$ cat config.mk
export PLATFORM = sky130hd
export DESIGN_NAME = mcac_top
export DESIGN_NICKNAME = d
export VERILOG_FILES = /design/src/core/mcac_pkg.sv /design/src/core/mcac_top.sv
export SDC_FILE = /design/constraint.sdc
export NUM_CORES = 2
export LEC_CHECK = 0
export BUFFER_PORTS_ARGS = -buffer_cell sky130_fd_sc_hd__buf_4
export CAP_MARGIN = 20
export CORE_MARGIN = 8
export CORE_UTILIZATION = 45
export CTS_CLUSTER_DIAMETER = 50
export CTS_CLUSTER_SIZE = 25
export DETAILED_ROUTE_END_ITERATION = 16
export PLACE_DENSITY_LB_ADDON = 0.1
export SYNTH_ARGS = -nofsm -noshare
export SYNTH_HDL_FRONTEND = slang
export SYNTH_SLANG_ARGS = --single-unit
$ cat constraint.sdc
create_clock -name clk_i -period 14.4 [get_ports clk_i]
set_clock_uncertainty 0.1 [all_clocks]
set_input_delay 1.44 -clock clk_i [delete_from_list [all_inputs] [get_ports clk_i]]
set_output_delay 1.44 -clock clk_i [all_outputs]
set_load 0.01 [all_outputs]
$ cat src/core/mcac_pkg.sv
// Constants and types for the measurement cycle converter control block
package mcac_pkg;
  // Register byte addresses
  localparam logic [7:0] A_CTRL = 8'h00;
  localparam logic [7:0] A_CFG = 8'h04;
  localparam logic [7:0] A_COEF = 8'h08;
  localparam logic [7:0] A_SIG = 8'h0c;
  localparam logic [7:0] A_STAT = 8'h10;
  localparam logic [7:0] A_PRES = 8'h14;
  localparam logic [7:0] A_TMP1 = 8'h18;
  localparam logic [7:0] A_TMP2 = 8'h1c;
  // Control field positions
  localparam int C_RUN = 0;
  localparam int C_EXT = 1;
  localparam int C_INJ = 2;
  // Configuration field positions
  localparam int F_NP = 0;
  localparam int F_TEMP2_EN = 3;
  localparam int F_ORD = 4;
  localparam int F_RES = 5;
  localparam int F_ZERO_SHIFT = 9;
  localparam int F_XZS = 11;
  localparam int F_TZS = 17;
  localparam int F_GAIN = 23;
  localparam int F_TSRC = 27;
  // Reset values and diagnostic output value
  localparam logic [31:0] CFG_RST = 32'h0000_0180;
  localparam logic [31:0] COEF_RST = 32'h0000_1000;
  localparam logic [15:0] SIG_RST = 16'h1180;
  localparam logic [15:0] DIAG_VAL = 16'hffff;
  // Resolution limits
  localparam logic [3:0] RES1_MIN = 4'h9;
  localparam logic [3:0] RES2_MIN = 4'ha;
  localparam logic [3:0] RES_MAX = 4'hf;
  // Timing
  localparam int CLK_PERIOD_NS = 10;
  localparam int TICK_NS = 1000;
  localparam int TICK_CYC = TICK_NS / CLK_PERIOD_NS;
  localparam int PROC_NS = 2000;
  localparam int PROC_CYC = PROC_NS / CLK_PERIOD_NS;
  localparam int GAIN_SHIFT = 12;
  // Input sources and cycle steps
  typedef enum logic [2:0] {SRC_DIODE, SRC_PN, SRC_BRIDGE_R, SRC_THERM, SRC_SHORT, SRC_AMP}
    mcac_src_e;
  typedef enum logic [2:0] {K_P, K_AZP, K_AZT1, K_T1, K_AZT2, K_T2} mcac_kind_e;
endpackage

$ cat src/core/mcac_top.sv
// Measurement cycle sequencer, converter control, correction and safety checks
// Operation
// - start routine precedes regular cycle
// - pressure repeat count 1 to 128
// - fixed regular cycle step order
// - second temperature enable gates its steps
// - input source chosen per step
// - first order takes 2^R microseconds
// - first order resolution 9 to 15
// - first order count out of 2^R
// - zero shift from stored setting
// - second order two stacked conversions
// - second order resolution 10 to 15
// - combined count from two stages
// - sample rate follows order; outputs capped
// - sample includes processing after conversion
// - 16-bit correction with stored coefficients
// - start on control run bit, internal or external clock
// - signature check at initialization
// - parity check of registers in every state but idle
// - error sets flag, forces diagnostic outputs
// - offset shift step depends on gain
// - two 6-bit offset shift fields
//
// Design decisions made here: the register offsets and the APB slave port.
module mcac_top
  import mcac_pkg::*;
(
  // Clock and reset
  input wire logic clk_i,
  input wire logic rstn_i,
  // APB slave
  input wire logic psel_i,
  input wire logic penable_i,
  input wire logic pwrite_i,
  input wire logic [7:0] paddr_i,
  input wire logic [31:0] pwdata_i,
  output logic [31:0] prdata_o,
  output logic pready_o,
  output logic pslverr_o,
  // Front end
  input wire logic mod_bit_i,
  input wire logic ext_clk_i,
  output logic [2:0] mux_sel_o,
  output logic conv_busy_o,
  output logic [1:0] zero_point_shift_o,
  output logic [5:0] extended_offset_shift_o,
  output logic [5:0] temp_zero_shift_o,
  output logic [3:0] gain_sel_o,
  output logic [3:0] offset_step_pct_o,
  // Results
  output logic [15:0] pres_o,
  output logic [15:0] temp1_o,
  output logic [15:0] temp2_o,
  output logic [10:0] analog_code_o,
  output logic [11:0] pwm_code_o,
  output logic sample_o,
  output logic err_flag_o
);
  typedef enum logic [2:0] {S_IDLE, S_SIG, S_CONV, S_PROC, S_ERR} mcac_state_e;
  mcac_state_e st_r;
  logic [1:0] ctrl_r;
  logic [31:0] cfg_r, coef_r;
  logic [15:0] sig_r;
  logic [2:0] par_r;
  logic sig_err_r, par_err_r;
  logic [15:0] pres_r, tmp1_r, tmp2_r, azp_r, azt1_r, azt2_r, cnt_r, first_stage_count_r;
  logic [15:0] tk_r, ones_r;
  logic act_ord_r, stg_r, start_r, sample_r;
  logic [3:0] act_res_r, idx_r;
  logic [7:0] rep_r, div_r, pc_r;
  logic m_s1, m_s2, e_s1, e_s2, e_s3;
  // APB decode
  wire acc = psel_i & penable_i;
  wire wr = acc & pwrite_i;
  wire h_ctrl = paddr_i == A_CTRL;
  wire h_cfg = paddr_i == A_CFG;
  wire h_coef = paddr_i == A_COEF;
  wire h_sig = paddr_i == A_SIG;
  wire h_ro = (paddr_i == A_STAT) | (paddr_i == A_PRES) | (paddr_i == A_TMP1) |
              (paddr_i == A_TMP2);
  wire mapped = h_ctrl | h_cfg | h_coef | h_sig | h_ro;
  wire [3:0] w_res = pwdata_i[F_RES +: 4];
  wire w_ord = pwdata_i[F_ORD];
  wire res_ok = (w_res <= RES_MAX) & (w_res >= (w_ord ? RES2_MIN : RES1_MIN));
  wire bad_wr = pwrite_i & ((h_cfg & !res_ok) | h_ro);
  wire cfg_we = wr & h_cfg & res_ok;
  assign pready_o = 1'b1;
  assign pslverr_o = acc & (!mapped | bad_wr);

  // Stored settings with parity bits
  always_ff @(posedge clk_i) begin
    if (!rstn_i) begin
      ctrl_r <= 2'h0;
      cfg_r <= CFG_RST;
      coef_r <= COEF_RST;
      sig_r <= SIG_RST;
      par_r <= {^SIG_RST, ^COEF_RST, ^CFG_RST};
    end else if (wr) begin
      if (h_ctrl) begin
        ctrl_r <= pwdata_i[1:0];
        par_r[0] <= par_r[0] ^ pwdata_i[C_INJ]; // Fault injection hook
      end
      if (cfg_we) begin
        cfg_r <= pwdata_i;
        par_r[0] <= ^pwdata_i;
      end
      if (h_coef) begin
        coef_r <= pwdata_i;
        par_r[1] <= ^pwdata_i;
      end
      if (h_sig) begin
        sig_r <= pwdata_i[15:0];
        par_r[2] <= ^pwdata_i[15:0];
      end
    end
  end
  // Setting fields to the front end
  wire second_temp_enable = cfg_r[F_TEMP2_EN];
  wire [7:0] n_rep = 8'h1 << cfg_r[F_NP +: 3];
  assign zero_point_shift_o = cfg_r[F_ZERO_SHIFT +: 2];
  assign extended_offset_shift_o = cfg_r[F_XZS +: 6];
  assign temp_zero_shift_o = cfg_r[F_TZS +: 6];
  assign gain_sel_o = cfg_r[F_GAIN +: 4];
  // Offset shift step in percent of span per gain setting
  function automatic logic [3:0] step_pct(input logic [3:0] g);
    case (g)
      4'h0, 4'h2, 4'h9: step_pct = 4'hf;
      4'h1, 4'h3, 4'h5, 4'h7, 4'ha: step_pct = 4'h9;
      4'h4, 4'h6, 4'h8, 4'hb: step_pct = 4'h6;
      4'hc: step_pct = 4'h1;
      default: step_pct = 4'h0;
    endcase
  endfunction
  assign offset_step_pct_o = step_pct(gain_sel_o);
  // Pin synchronisers
  always_ff @(posedge clk_i) begin
    m_s1 <= mod_bit_i;
    m_s2 <= m_s1;
    e_s1 <= ext_clk_i;
    e_s2 <= e_s1;
    e_s3 <= e_s2;
  end
  // Microsecond tick from internal divider or external clock edge
  wire tick_int = div_r == 8'(TICK_CYC - 1);
  wire tick = ctrl_r[C_EXT] ? (e_s2 & !e_s3) : tick_int;
  always_ff @(posedge clk_i) begin
    if (!rstn_i || tick_int) div_r <= 8'h0;
    else div_r <= div_r + 8'h1;
  end

  // Step tables
  function automatic mcac_kind_e kind_of(input logic st, input logic [3:0] i);
    if (st) begin
      case (i)
        4'h0: kind_of = K_P;
        4'h1: kind_of = K_AZP;
        4'h2: kind_of = K_AZT1;
        4'h3: kind_of = K_T1;
        4'h4: kind_of = K_AZT2;
        default: kind_of = K_T2;
      endcase
    end else begin
      case (i)
        4'h1: kind_of = K_AZT1;
        4'h3: kind_of = K_T1;
        4'h5: kind_of = K_AZP;
        4'h7: kind_of = K_AZT2;
        4'h9: kind_of = K_T2;
        default: kind_of = K_P;
      endcase
    end
  endfunction
  wire mcac_kind_e kind = kind_of(start_r, idx_r);
  wire [2:0] mux_kind = kind;
  wire [3:0] last_idx = start_r ? (second_temp_enable ? 4'h5 : 4'h3) :
                        (second_temp_enable ? 4'h9 : 4'h5);
  wire more_rep = !start_r & (kind == K_P) & (rep_r + 8'h1 < n_rep);

  // Input selection per step
  wire [2:0] tsrc = {1'b0, cfg_r[F_TSRC +: 2]};
  assign mux_sel_o = (kind == K_P) ? SRC_AMP :
                     (kind == K_T1) ? tsrc :
                     (kind == K_T2) ? SRC_THERM : SRC_SHORT;
  assign conv_busy_o = st_r == S_CONV;

  // Read data mux
  wire [31:0] stat_w = {25'h0, mux_kind, st_r == S_CONV, par_err_r, sig_err_r, err_flag_o};
  assign prdata_o = !(acc & !pwrite_i) ? 32'h0 :
                    h_ctrl ? {30'h0, ctrl_r} :
                    h_cfg ? cfg_r :
                    h_coef ? coef_r :
                    h_sig ? {16'h0, sig_r} :
                    (paddr_i == A_STAT) ? stat_w :
                    (paddr_i == A_PRES) ? {16'h0, pres_r} :
                    (paddr_i == A_TMP1) ? {16'h0, tmp1_r} :
                    (paddr_i == A_TMP2) ? {16'h0, tmp2_r} : 32'h0;

  // Conversion arithmetic
  wire [3:0] half = 4'(({1'b0, act_res_r} + 5'h1) >> 1); // Five bits so 15 does not wrap
  wire [15:0] total = act_ord_r ? (16'h1 << half) : (16'h1 << act_res_r);
  wire [15:0] ones_nx = ones_r + {15'h0, m_s2};
  wire conv_end = (st_r == S_CONV) & tick & (tk_r + 16'h1 == total);
  wire [15:0] comb2 = 16'(first_stage_count_r << (half - 4'h1)) + ones_nx;
  wire proc_end = (st_r == S_PROC) & (pc_r == 8'(PROC_CYC - 1));

  // Correction with offset and gain coefficients
  wire [15:0] az_sel = (kind == K_T1) ? azt1_r : (kind == K_T2) ? azt2_r : azp_r;
  wire signed [16:0] diff = $signed({1'b0, cnt_r}) - $signed({1'b0, az_sel});
  wire signed [32:0] prod = diff * $signed(coef_r[15:0]);
  wire signed [32:0] corr = (prod >>> GAIN_SHIFT) + 33'($signed(coef_r[31:16]));
  wire [15:0] corr16 = corr[32] ? 16'h0 : (|corr[31:16]) ? 16'hffff : corr[15:0];

  // Safety checks
  wire [15:0] sig_sum = cfg_r[15:0] + cfg_r[31:16] + coef_r[15:0] + coef_r[31:16];
  wire sig_bad = sig_sum != sig_r;
  wire par_bad = (^{cfg_r, par_r[0]}) | (^{coef_r, par_r[1]}) | (^{sig_r, par_r[2]});
  wire sig_set = (st_r == S_SIG) & sig_bad;
  wire par_set = (st_r != S_IDLE) & par_bad;
  wire err_set = sig_set | par_set;
  assign err_flag_o = sig_err_r | par_err_r;

  // Sequencer state machine
  always_ff @(posedge clk_i) begin
    if (!rstn_i) begin
      st_r <= S_IDLE;
    end else if (err_set) begin
      st_r <= S_ERR;
    end else begin
      case (st_r)
        S_IDLE: if (ctrl_r[C_RUN]) st_r <= S_SIG;
        S_SIG: st_r <= S_CONV;
        S_CONV: if (conv_end && (!act_ord_r || stg_r)) st_r <= S_PROC;
        S_PROC: if (proc_end) st_r <= S_CONV;
        S_ERR: st_r <= S_ERR;
        default: st_r <= S_IDLE;
      endcase
    end
  end

  // Conversion counters; settings latched only as a conversion begins
  wire conv_start = ((st_r == S_SIG) & !sig_bad) | proc_end;
  always_ff @(posedge clk_i) begin
    if (!rstn_i) begin
      act_ord_r <= 1'b0;
      act_res_r <= RES1_MIN;
      stg_r <= 1'b0;
      tk_r <= 16'h0;
      ones_r <= 16'h0;
      first_stage_count_r <= 16'h0;
      cnt_r <= 16'h0;
      pc_r <= 8'h0;
    end else if (conv_start) begin
      act_ord_r <= cfg_r[F_ORD];
      act_res_r <= cfg_r[F_RES +: 4];
      stg_r <= 1'b0;
      tk_r <= 16'h0;
      ones_r <= 16'h0;
    end else if (st_r == S_CONV && tick) begin
      if (conv_end) begin
        tk_r <= 16'h0;
        ones_r <= 16'h0;
        pc_r <= 8'h0;
        if (act_ord_r && !stg_r) begin
          first_stage_count_r <= ones_nx;
          stg_r <= 1'b1;
        end else begin
          cnt_r <= act_ord_r ? comb2 : ones_nx;
        end
      end else begin
        tk_r <= tk_r + 16'h1;
        ones_r <= ones_nx;
      end
    end else if (st_r == S_PROC) begin
      pc_r <= pc_r + 8'h1;
    end
  end

  // Step pointer: start routine, then endless regular cycle
  always_ff @(posedge clk_i) begin
    if (!rstn_i) begin
      start_r <= 1'b1;
      idx_r <= 4'h0;
      rep_r <= 8'h0;
    end else if (proc_end) begin
      if (more_rep) begin
        rep_r <= rep_r + 8'h1;
      end else begin
        rep_r <= 8'h0;
        if (idx_r >= last_idx) begin
          idx_r <= 4'h0;
          start_r <= 1'b0;
        end else begin
          idx_r <= idx_r + 4'h1;
        end
      end
    end
  end

  // Results, auto zeros and error flags
  always_ff @(posedge clk_i) begin
    if (!rstn_i) begin
      pres_r <= 16'h0;
      tmp1_r <= 16'h0;
      tmp2_r <= 16'h0;
      azp_r <= 16'h0;
      azt1_r <= 16'h0;
      azt2_r <= 16'h0;
      sig_err_r <= 1'b0;
      par_err_r <= 1'b0;
      sample_r <= 1'b0;
    end else begin
      sample_r <= proc_end & !err_set;
      if (sig_set) sig_err_r <= 1'b1;
      if (par_set) par_err_r <= 1'b1;
      if (err_set || err_flag_o) begin
        pres_r <= DIAG_VAL;
        tmp1_r <= DIAG_VAL;
        tmp2_r <= DIAG_VAL;
      end else if (proc_end) begin
        case (kind)
          K_AZP: azp_r <= cnt_r;
          K_AZT1: azt1_r <= cnt_r;
          K_AZT2: azt2_r <= cnt_r;
          K_T1: tmp1_r <= corr16;
          K_T2: tmp2_r <= corr16;
          default: pres_r <= corr16;
        endcase
      end
    end
  end

  // Output drive; analog and PWM codes are capped in width
  assign pres_o = pres_r;
  assign temp1_o = tmp1_r;
  assign temp2_o = tmp2_r;
  assign analog_code_o = pres_r[15:5];
  assign pwm_code_o = pres_r[15:4];
  assign sample_o = sample_r;

  // Checks
  property p_res1;
    @(posedge clk_i) disable iff (!rstn_i)
      !cfg_r[F_ORD] |-> cfg_r[F_RES +: 4] >= RES1_MIN && cfg_r[F_RES +: 4] <= RES_MAX;
  endproperty
  a_res1: assert property (p_res1) else $error("first order resolution out of range");
  property p_res2;
    @(posedge clk_i) disable iff (!rstn_i)
      cfg_r[F_ORD] |-> cfg_r[F_RES +: 4] >= RES2_MIN && cfg_r[F_RES +: 4] <= RES_MAX;
  endproperty
  a_res2: assert property (p_res2) else $error("second order resolution out of range");
  property p_hold;
    @(posedge clk_i) disable iff (!rstn_i)
      st_r == S_CONV && $past(st_r) == S_CONV |-> $stable(act_res_r) && $stable(act_ord_r);
  endproperty
  a_hold: assert property (p_hold) else $error("settings changed mid conversion");
  property p_t2_gate;
    @(posedge clk_i) disable iff (!rstn_i)
      $past(proc_end) && !$past(second_temp_enable) |-> kind != K_AZT2 && kind != K_T2;
  endproperty
  a_t2_gate: assert property (p_t2_gate) else $error("temp2 step while disabled");
  property p_sig;
    @(posedge clk_i) disable iff (!rstn_i)
      st_r == S_SIG && sig_bad |=> st_r == S_ERR && err_flag_o;
  endproperty
  a_sig: assert property (p_sig) else $error("signature error not flagged");
  property p_par;
    @(posedge clk_i) disable iff (!rstn_i)
      st_r != S_IDLE && par_bad |=> err_flag_o ##1 st_r == S_ERR;
  endproperty
  a_par: assert property (p_par) else $error("parity error not flagged");
  property p_diag;
    @(posedge clk_i) disable iff (!rstn_i)
      err_flag_o |-> pres_o == DIAG_VAL && temp1_o == DIAG_VAL && temp2_o == DIAG_VAL;
  endproperty
  a_diag: assert property (p_diag) else $error("outputs not diagnostic in error");
  property p_proc;
    @(posedge clk_i) disable iff (!rstn_i)
      conv_end && (!act_ord_r || stg_r) && !err_set |=> (st_r == S_PROC)[*8];
  endproperty
  a_proc: assert property (p_proc) else $error("processing phase missing");
  property p_comb;
    @(posedge clk_i) disable iff (!rstn_i)
      conv_end && act_ord_r && stg_r |=>
        cnt_r == 16'($past(first_stage_count_r) * ($past(total) >> 1)) + $past(ones_nx);
  endproperty
  a_comb: assert property (p_comb) else $error("second order count wrong");
  property p_loop;
    @(posedge clk_i) disable iff (!rstn_i)
      proc_end && !more_rep && idx_r >= last_idx && !err_set |=> idx_r == 4'h0 && !start_r
        && st_r == S_CONV;
  endproperty
  a_loop: assert property (p_loop) else $error("cycle did not restart");
  c_ord2: cover property (@(posedge clk_i) disable iff (!rstn_i) conv_end && act_ord_r && stg_r);
  c_t2: cover property (@(posedge clk_i) disable iff (!rstn_i) proc_end && kind == K_T2);
  c_err: cover property (@(posedge clk_i) disable iff (!rstn_i) par_set);
  c_reg: cover property (@(posedge clk_i) disable iff (!rstn_i) proc_end && !start_r);
endmodule

* Yosys cells after proc, flatten, opt, wreduce, memory -nomap -nowiden
Memory sizes are Yosys's and may differ from the RTL's. A register that Yosys moved wholly into a read port is not among the register bits.
Cells that the tools add are included.
** Storage, ports and cells
- Bits in registers :: 291
- ROM bits :: 64
- Output and inout port bits :: 133
- Logic and storage cells :: 238
- Memories :: 1
** Operators by class
- Add/sub/neg operators :: 14
- $mul :: 1
- Magnitude comparators :: 4
- Equal/unequal tests :: 35
- Shifts and indexed selects :: 4
- Muxes and demuxes :: 51
- Bitwise logic cells :: 39
- Reduce and logical (&&, ||, !) cells :: 54
** Memory list
- (name not given) :: depth 16, bits a word 4, read ports 1, clocked after Yosys merged registers in 1, wr ports 0, line mcac_top.sv:127 : case (g)
** Operators with widths (count)
- $mux 16 :: 22
- $mux 32 :: 4
- $reduce_xor 33->1 :: 2
- $add 16x16->16 :: 4
- $pmux 3 s5 :: 3
- $mul 17x16->33 :: 1
- $eq 8x5->1 const B :: 4
- $mux 8 :: 4
- $reduce_xor 32->1 :: 1
- $shl 1x4->16 const A :: 2
- $mux 3 :: 9
- $add 8x1->8 const B :: 3
- $reduce_and 3->1 :: 8
- $add 21x16->22 :: 1
- $mux 4 :: 5
- $and 1x1->1 :: 19
- $reduce_and 2->1 :: 9
- $reduce_xor 17->1 :: 1
- $sub 16x16->17 :: 1
- $add 16x1->16 :: 1
- $add 16x1->16 const B :: 1
- $eq 16x16->1 :: 1
- $eq 8x4->1 const B :: 2
- $ne 16x16->1 :: 1
- other kinds (40) :: 93

* Logic depth before layout (Yosys ltp)
- Depth after elaboration :: 15
- Gate-level depth with buffers :: 55

* Worst setup path after synthesis
No wires, ideal clock.
- Path type :: register -> register
- Start :: register idx_r[1]
- End :: register tmp2_r[3] (netlist: temp2_o[3])
- Library setup time :: 58 ps
- Data arrival time :: 13257 ps
- Required time :: 14242 ps
- Setup slack :: 984 ps
- Cell stages (with the launch flop) :: 51
- Path buffers :: 3
- Clock period less this slack :: 13416 ps
- Path through :: dfxtp_1 inv_1 ha_1 or2_2 o311ai_1 nand2_1 clkbuf_1 mux2i_1 a21oi_1 ha_1 inv_1 fa_1 a21o_1 a21oi_1 nor2b_1 o21a_1 o31ai_1 o21ai_0 (+15 left out) a32oi_1 o211ai_1 a31oi_1 o21ai_0 o21a_1 o21a_1 nor2_1 xnor2_1 ha_1 a21o_1 a21o_1 a221o_1 a311o_1 a221oi_1 clkbuf_1 nor3_1 nor2_1 o221a_2
** Between the ends
- Word-level cells in the longest chain between the ends :: 15
- Elaborated cells on any way between the ends :: 26
- Classes of those cells :: add/sub: 2; mul: 1; eq/ne: 9; mux: 10; reduce/logical: 4
** Ends and longest elaborated chain
- start, declared :: line mcac_top.sv:70 : logic [3:0] act_res_r, idx_r;
- start signal, assigned :: line mcac_top.sv:294 : idx_r <= idx_r + 4'h1;
- $eq 4x4->1 (tied with other cells) :: line mcac_top.sv:164 : case (i)
- $pmux 3 s5, on equally long branches :: line mcac_top.sv:164, mcac_top.sv:155
- $mux 3 (*) :: line mcac_top.sv:154 : if (st) begin
- $eq 3x3->1 :: line mcac_top.sv:208, mcac_top.sv:321
- $mux 16 (2 in series) :: line mcac_top.sv:208 : wire [15:0] az_sel = (kind == K_T1) ? azt1_r : (kind == K_T2) ? azt2_r : azp_r;
- $sub 16x16->17 :: line mcac_top.sv:209 : wire signed [16:0] diff = $signed({1'b0, cnt_r}) - $signed({1'b0, az_sel});
- $mul 17x16->33 :: line mcac_top.sv:210 : wire signed [32:0] prod = diff * $signed(coef_r[15:0]);
- $add 21x16->22 :: line mcac_top.sv:211 : wire signed [32:0] corr = (prod >>> GAIN_SHIFT) + 33'($signed(coef_r[31:16]));
- $reduce_or 16->1 :: line mcac_top.sv:212 : wire [15:0] corr16 = corr[32] ? 16'h0 : (|corr[31:16]) ? 16'hffff : corr[15:0];
- $mux 16 (2 in series) :: line mcac_top.sv:212
- $mux 16 :: line mcac_top.sv:321 : case (kind)
- $mux 16 :: line mcac_top.sv:320 : end else if (proc_end) begin
- $mux 16 :: line mcac_top.sv:316 : if (err_set || err_flag_o) begin
- end signal, assigned :: line mcac_top.sv:326 : K_T2: tmp2_r <= corr16;
- end, declared :: line mcac_top.sv:67 : logic [15:0] pres_r, tmp1_r, tmp2_r, azp_r, azt1_r, azt2_r, cnt_r, first_stage_count_r;
Every way passes the cells marked *; elsewhere a longest branch is shown, timed or not. The select of a mux whose other input is x is not followed.
A chain may end at the register's enable or synchronous reset.

* Worst setup path in the final report
- Start :: register idx_r[1]
- End :: register pres_r[9] (netlist: pres_o[9])
** Between the ends
- Word-level cells in the longest chain between the ends :: 15
- Elaborated cells on any way between the ends :: 30
- Classes of those cells :: add/sub: 2; mul: 1; eq/ne: 13; mux: 10; reduce/logical: 4
** Ends and longest elaborated chain
- $eq 4x4->1 (tied with other cells) :: line mcac_top.sv:164
- $pmux 3 s5, on equally long branches :: line mcac_top.sv:164, mcac_top.sv:155
- $mux 3 (*) :: line mcac_top.sv:154
- $eq 3x3->1 :: line mcac_top.sv:208, mcac_top.sv:321
- $mux 16 (2 in series) :: line mcac_top.sv:208
- $sub 16x16->17 :: line mcac_top.sv:209
- $mul 17x16->33 :: line mcac_top.sv:210
- $add 21x16->22 :: line mcac_top.sv:211
- $reduce_or 16->1 :: line mcac_top.sv:212
- $mux 16 (2 in series) :: line mcac_top.sv:212
- $mux 16 :: line mcac_top.sv:321
- $mux 16 :: line mcac_top.sv:320
- $mux 16 :: line mcac_top.sv:316
- end signal, assigned :: line mcac_top.sv:327 : default: pres_r <= corr16;
- end, declared :: line mcac_top.sv:67
Marks and branches as above.

==> metrics.csv <==
metric,value,unit
tightest_slew,1100,ps
required,14680,ps
grtUsageMet1,33.1,%
crit_buf_inv,5,
holdBufCountCts,0,
area_delta_synth_final,11.0,%
reg2reg_to,pres_o[9],
clk_latency,550,ps
antenna_found_initial,2,
syn_area,30000,µm²
cts_root_buf,clkbuf_16,
postPlaceCellArea,31800,µm²
setup_tns,0,ps
finalInstanceArea,33300,µm²
synth_warnings,0,
cp.arrival,13680,ps
grt_pass1_vias,25700,
synth.distinct_cells,89,
hold_class,reg2reg,
gr-total-overflow,0,
antenna_cells,0,
wl_per_cell,21.4,µm
multi_input_area,21800,µm²
yosys.area.top_type,fa_1,
postSynthAreaPerCell,8.37,µm²
grt_use_met2,42.3,%
period_needed,13400,ps
hold_viol_final,0,
grtUsageMet3,5.25,%
setup_viol,0,
wirelength,96600,µm
path_delay_family,compound AO/OA/AOI/OAI gates,
synth_flop_cell,dfxtp_1,
final_util,50.5,%
die-area,75100,µm²
initialDrtViolationCount,1882,
rr_worst_depth,49,
ys_ff_latch,294,
slew_headroom,26.5,%
clkTransAtPathRegs,70,ps
cts_buffers,36,
coreArea,65900,µm²
synth_most_common_cell,nand2_1,
yosys-top-cells-area,"fa_1 (21%), dfxtp_1 (20%), ha_1 (7.4%), nand2_1 (6.3%), xnor2_1 (5.4%)",
crit_type,reg2reg,
ys_top_cells_by_count,"nand2_1 (506), inv_1 (352), fa_1 (308), dfxtp_1 (294), nor2_1 (230)",
initial_core_util,45.5,%
die_w,274,µm
report.power.total,0.00191,W
num_rows,94,
drtPass1Iterations,9,
async_reset_ff_share,0,%
drc,0,
r2r_setup_slack,1000,ps
nets,4163,
rsz0062_at_grt,false,
grt_max_degree,110,
end_kind,flop,
start_kind,flop,
hp-start,e_s1,
grt_pass1_wl,150000,µm
run_status,finished clean,
die_y,274,µm
clock_path_buffers,3,
cts_tree,done,
cellPowerDensity,57.5,nW/µm²
min_to,e_s2,
synth_top_area_share,20.6,%
portBuffers,178,
critPathSlowestCell,a2111oi_0,
ant_nets,0,
slowest_delay,600,ps
numClockSinks,294,
ys_seq_area_share,19.6,%
cp_max_fo,17,
netlist_instances,3582,
cap_violations,0,
fmax,74.6,MHz
vias,25500,
power_leakage,14.9,nW
fillers,6311,
min_path_cells,0,
peakVddDrop,0.0000952,V
dp_hpwl,75600,µm
busiest_layer,met2,
synth.net_count,4115,
io_pins,180,
viasPerCell,5.64,
drive_above_1_share,10.8,%
track_usage,25.3,%
register_area,5890,µm²
r2r-start,idx_r[1],
synth-edff-count,0,
htreeDepth,2,
drv_slew,0,
gp_congestion,0.942,
period_share,93.0,%
## worst register-to-register path, delay by kind of cell (launching register included)
kind | cells | cell delay (ps)
compound gates | 25 | 6030
fa+ha+maj | 10 | 4300
buf+inv | 5 | 910
flops | 1 | 410
mux | 1 | 120
simple gates | 8 | 1350
## report_power, final
part	switching [W]	internal (W)	total, W
sequential	0.00000154	0.000814	0.000816
combinational	0.0000565	0.0000306	0.0000872
clock	0.000418	0.000592	0.00101
## cells in the final DEF, fill, tap and decap left out, drive strengths merged, types with 32 or more instances in the layout
cell type  Yosys  routed
a211oi        37      37
a21o          32      32
a21oi        224     224
and2         137     137
buf           65     242
clkbuf       168      40
dfxtp        294     294
fa           308     308
ha           178     178
inv          352     364
mux2i         80      80
nand2        506     506
nand3         95      95
nor2         230     230
nor3          59      59
o21ai        134     134
o221a         33      33
xnor2        184     184
xor2          73      73
## per-stage QoR
| step | setup WS, ps | cells | hold WS (ps) |
|---|---|---|---|
| finish | 1000 | 4520 | 229 |
| global route | 35.6 | 4520 | 233 |
| CTS | 681 | 4515 | 231 |
| detailed placement | 730 | 4451 | 215 |
| global placement | 1110 | 4447 | 213 |
| floorplan | 984 | 3582 | 210 |
## flip-flops by register name (all words and copies together), names as in the netlist, 16 cells and up
name and cells:
sig_r 16, azp_r 16, cnt_r 16, azt1_r 16
tk_r 16, temp1_o 16, azt2_r 16, pres_o 16
coef_r 32, temp2_o 16, ones_r 16, first_stage_count_r 16
cfg_r 32
## routing by layer
metal | wire length (µm) | up-vias
met3 | 7130 | 153
met1 | 41700 | 12600
met4 | 2610 | 4
met5 | 23 | -
met2 | 45100 | 785
li1 | - | 11900
## area by class of cell
type / instances / share of cell area (%)
multi-input cells: 2700 / 65.4
flip-flops and latches: 294 / 17.7
repair buffers: 243 / 5.65
inverters: 355 / 4.01
well taps: 864 / 3.25
clock buffers: 39 / 2.87
clock inverters: 25 / 1.11
## what timing repair did
| action | 4_1_cts | 5_1_grt |
|---|---|---|
| resized for setup | 0 | 4 |
| endpoints found under the setup margin | 0 | 44 |
| setup buffers | 0 | 0 |
## logic make-up after synthesis
family,Yosys count,synth area share [%]
buffers and inverters,588,8.07
AO/OA/AOI/OAI,639,13.8
AND/OR/NAND/NOR,1211,18.9
flip-flops,294,19.6
XOR/XNOR,257,7.51
multiplexers,106,4.06
adder cells (fa/ha/maj),486,28.0
other,1,0.0125
## worst max-delay path by stage
stage	slack, ps	startpoint	endpoint	cells after the start
5_1_grt	40	idx_r[1]	pres_o[9]	49
6_report	1000	idx_r[1]	pres_o[9]	49
2_1_floorplan	980	idx_r[1]	temp2_o[3]	50
3_5_place_dp	730	idx_r[1]	pres_o[9]	49
4_1_cts	680	idx_r[1]	pres_o[9]	49
3_3_place_gp	1110	idx_r[1]	pres_o[9]	48
Power figures use the tool's default switching activity.
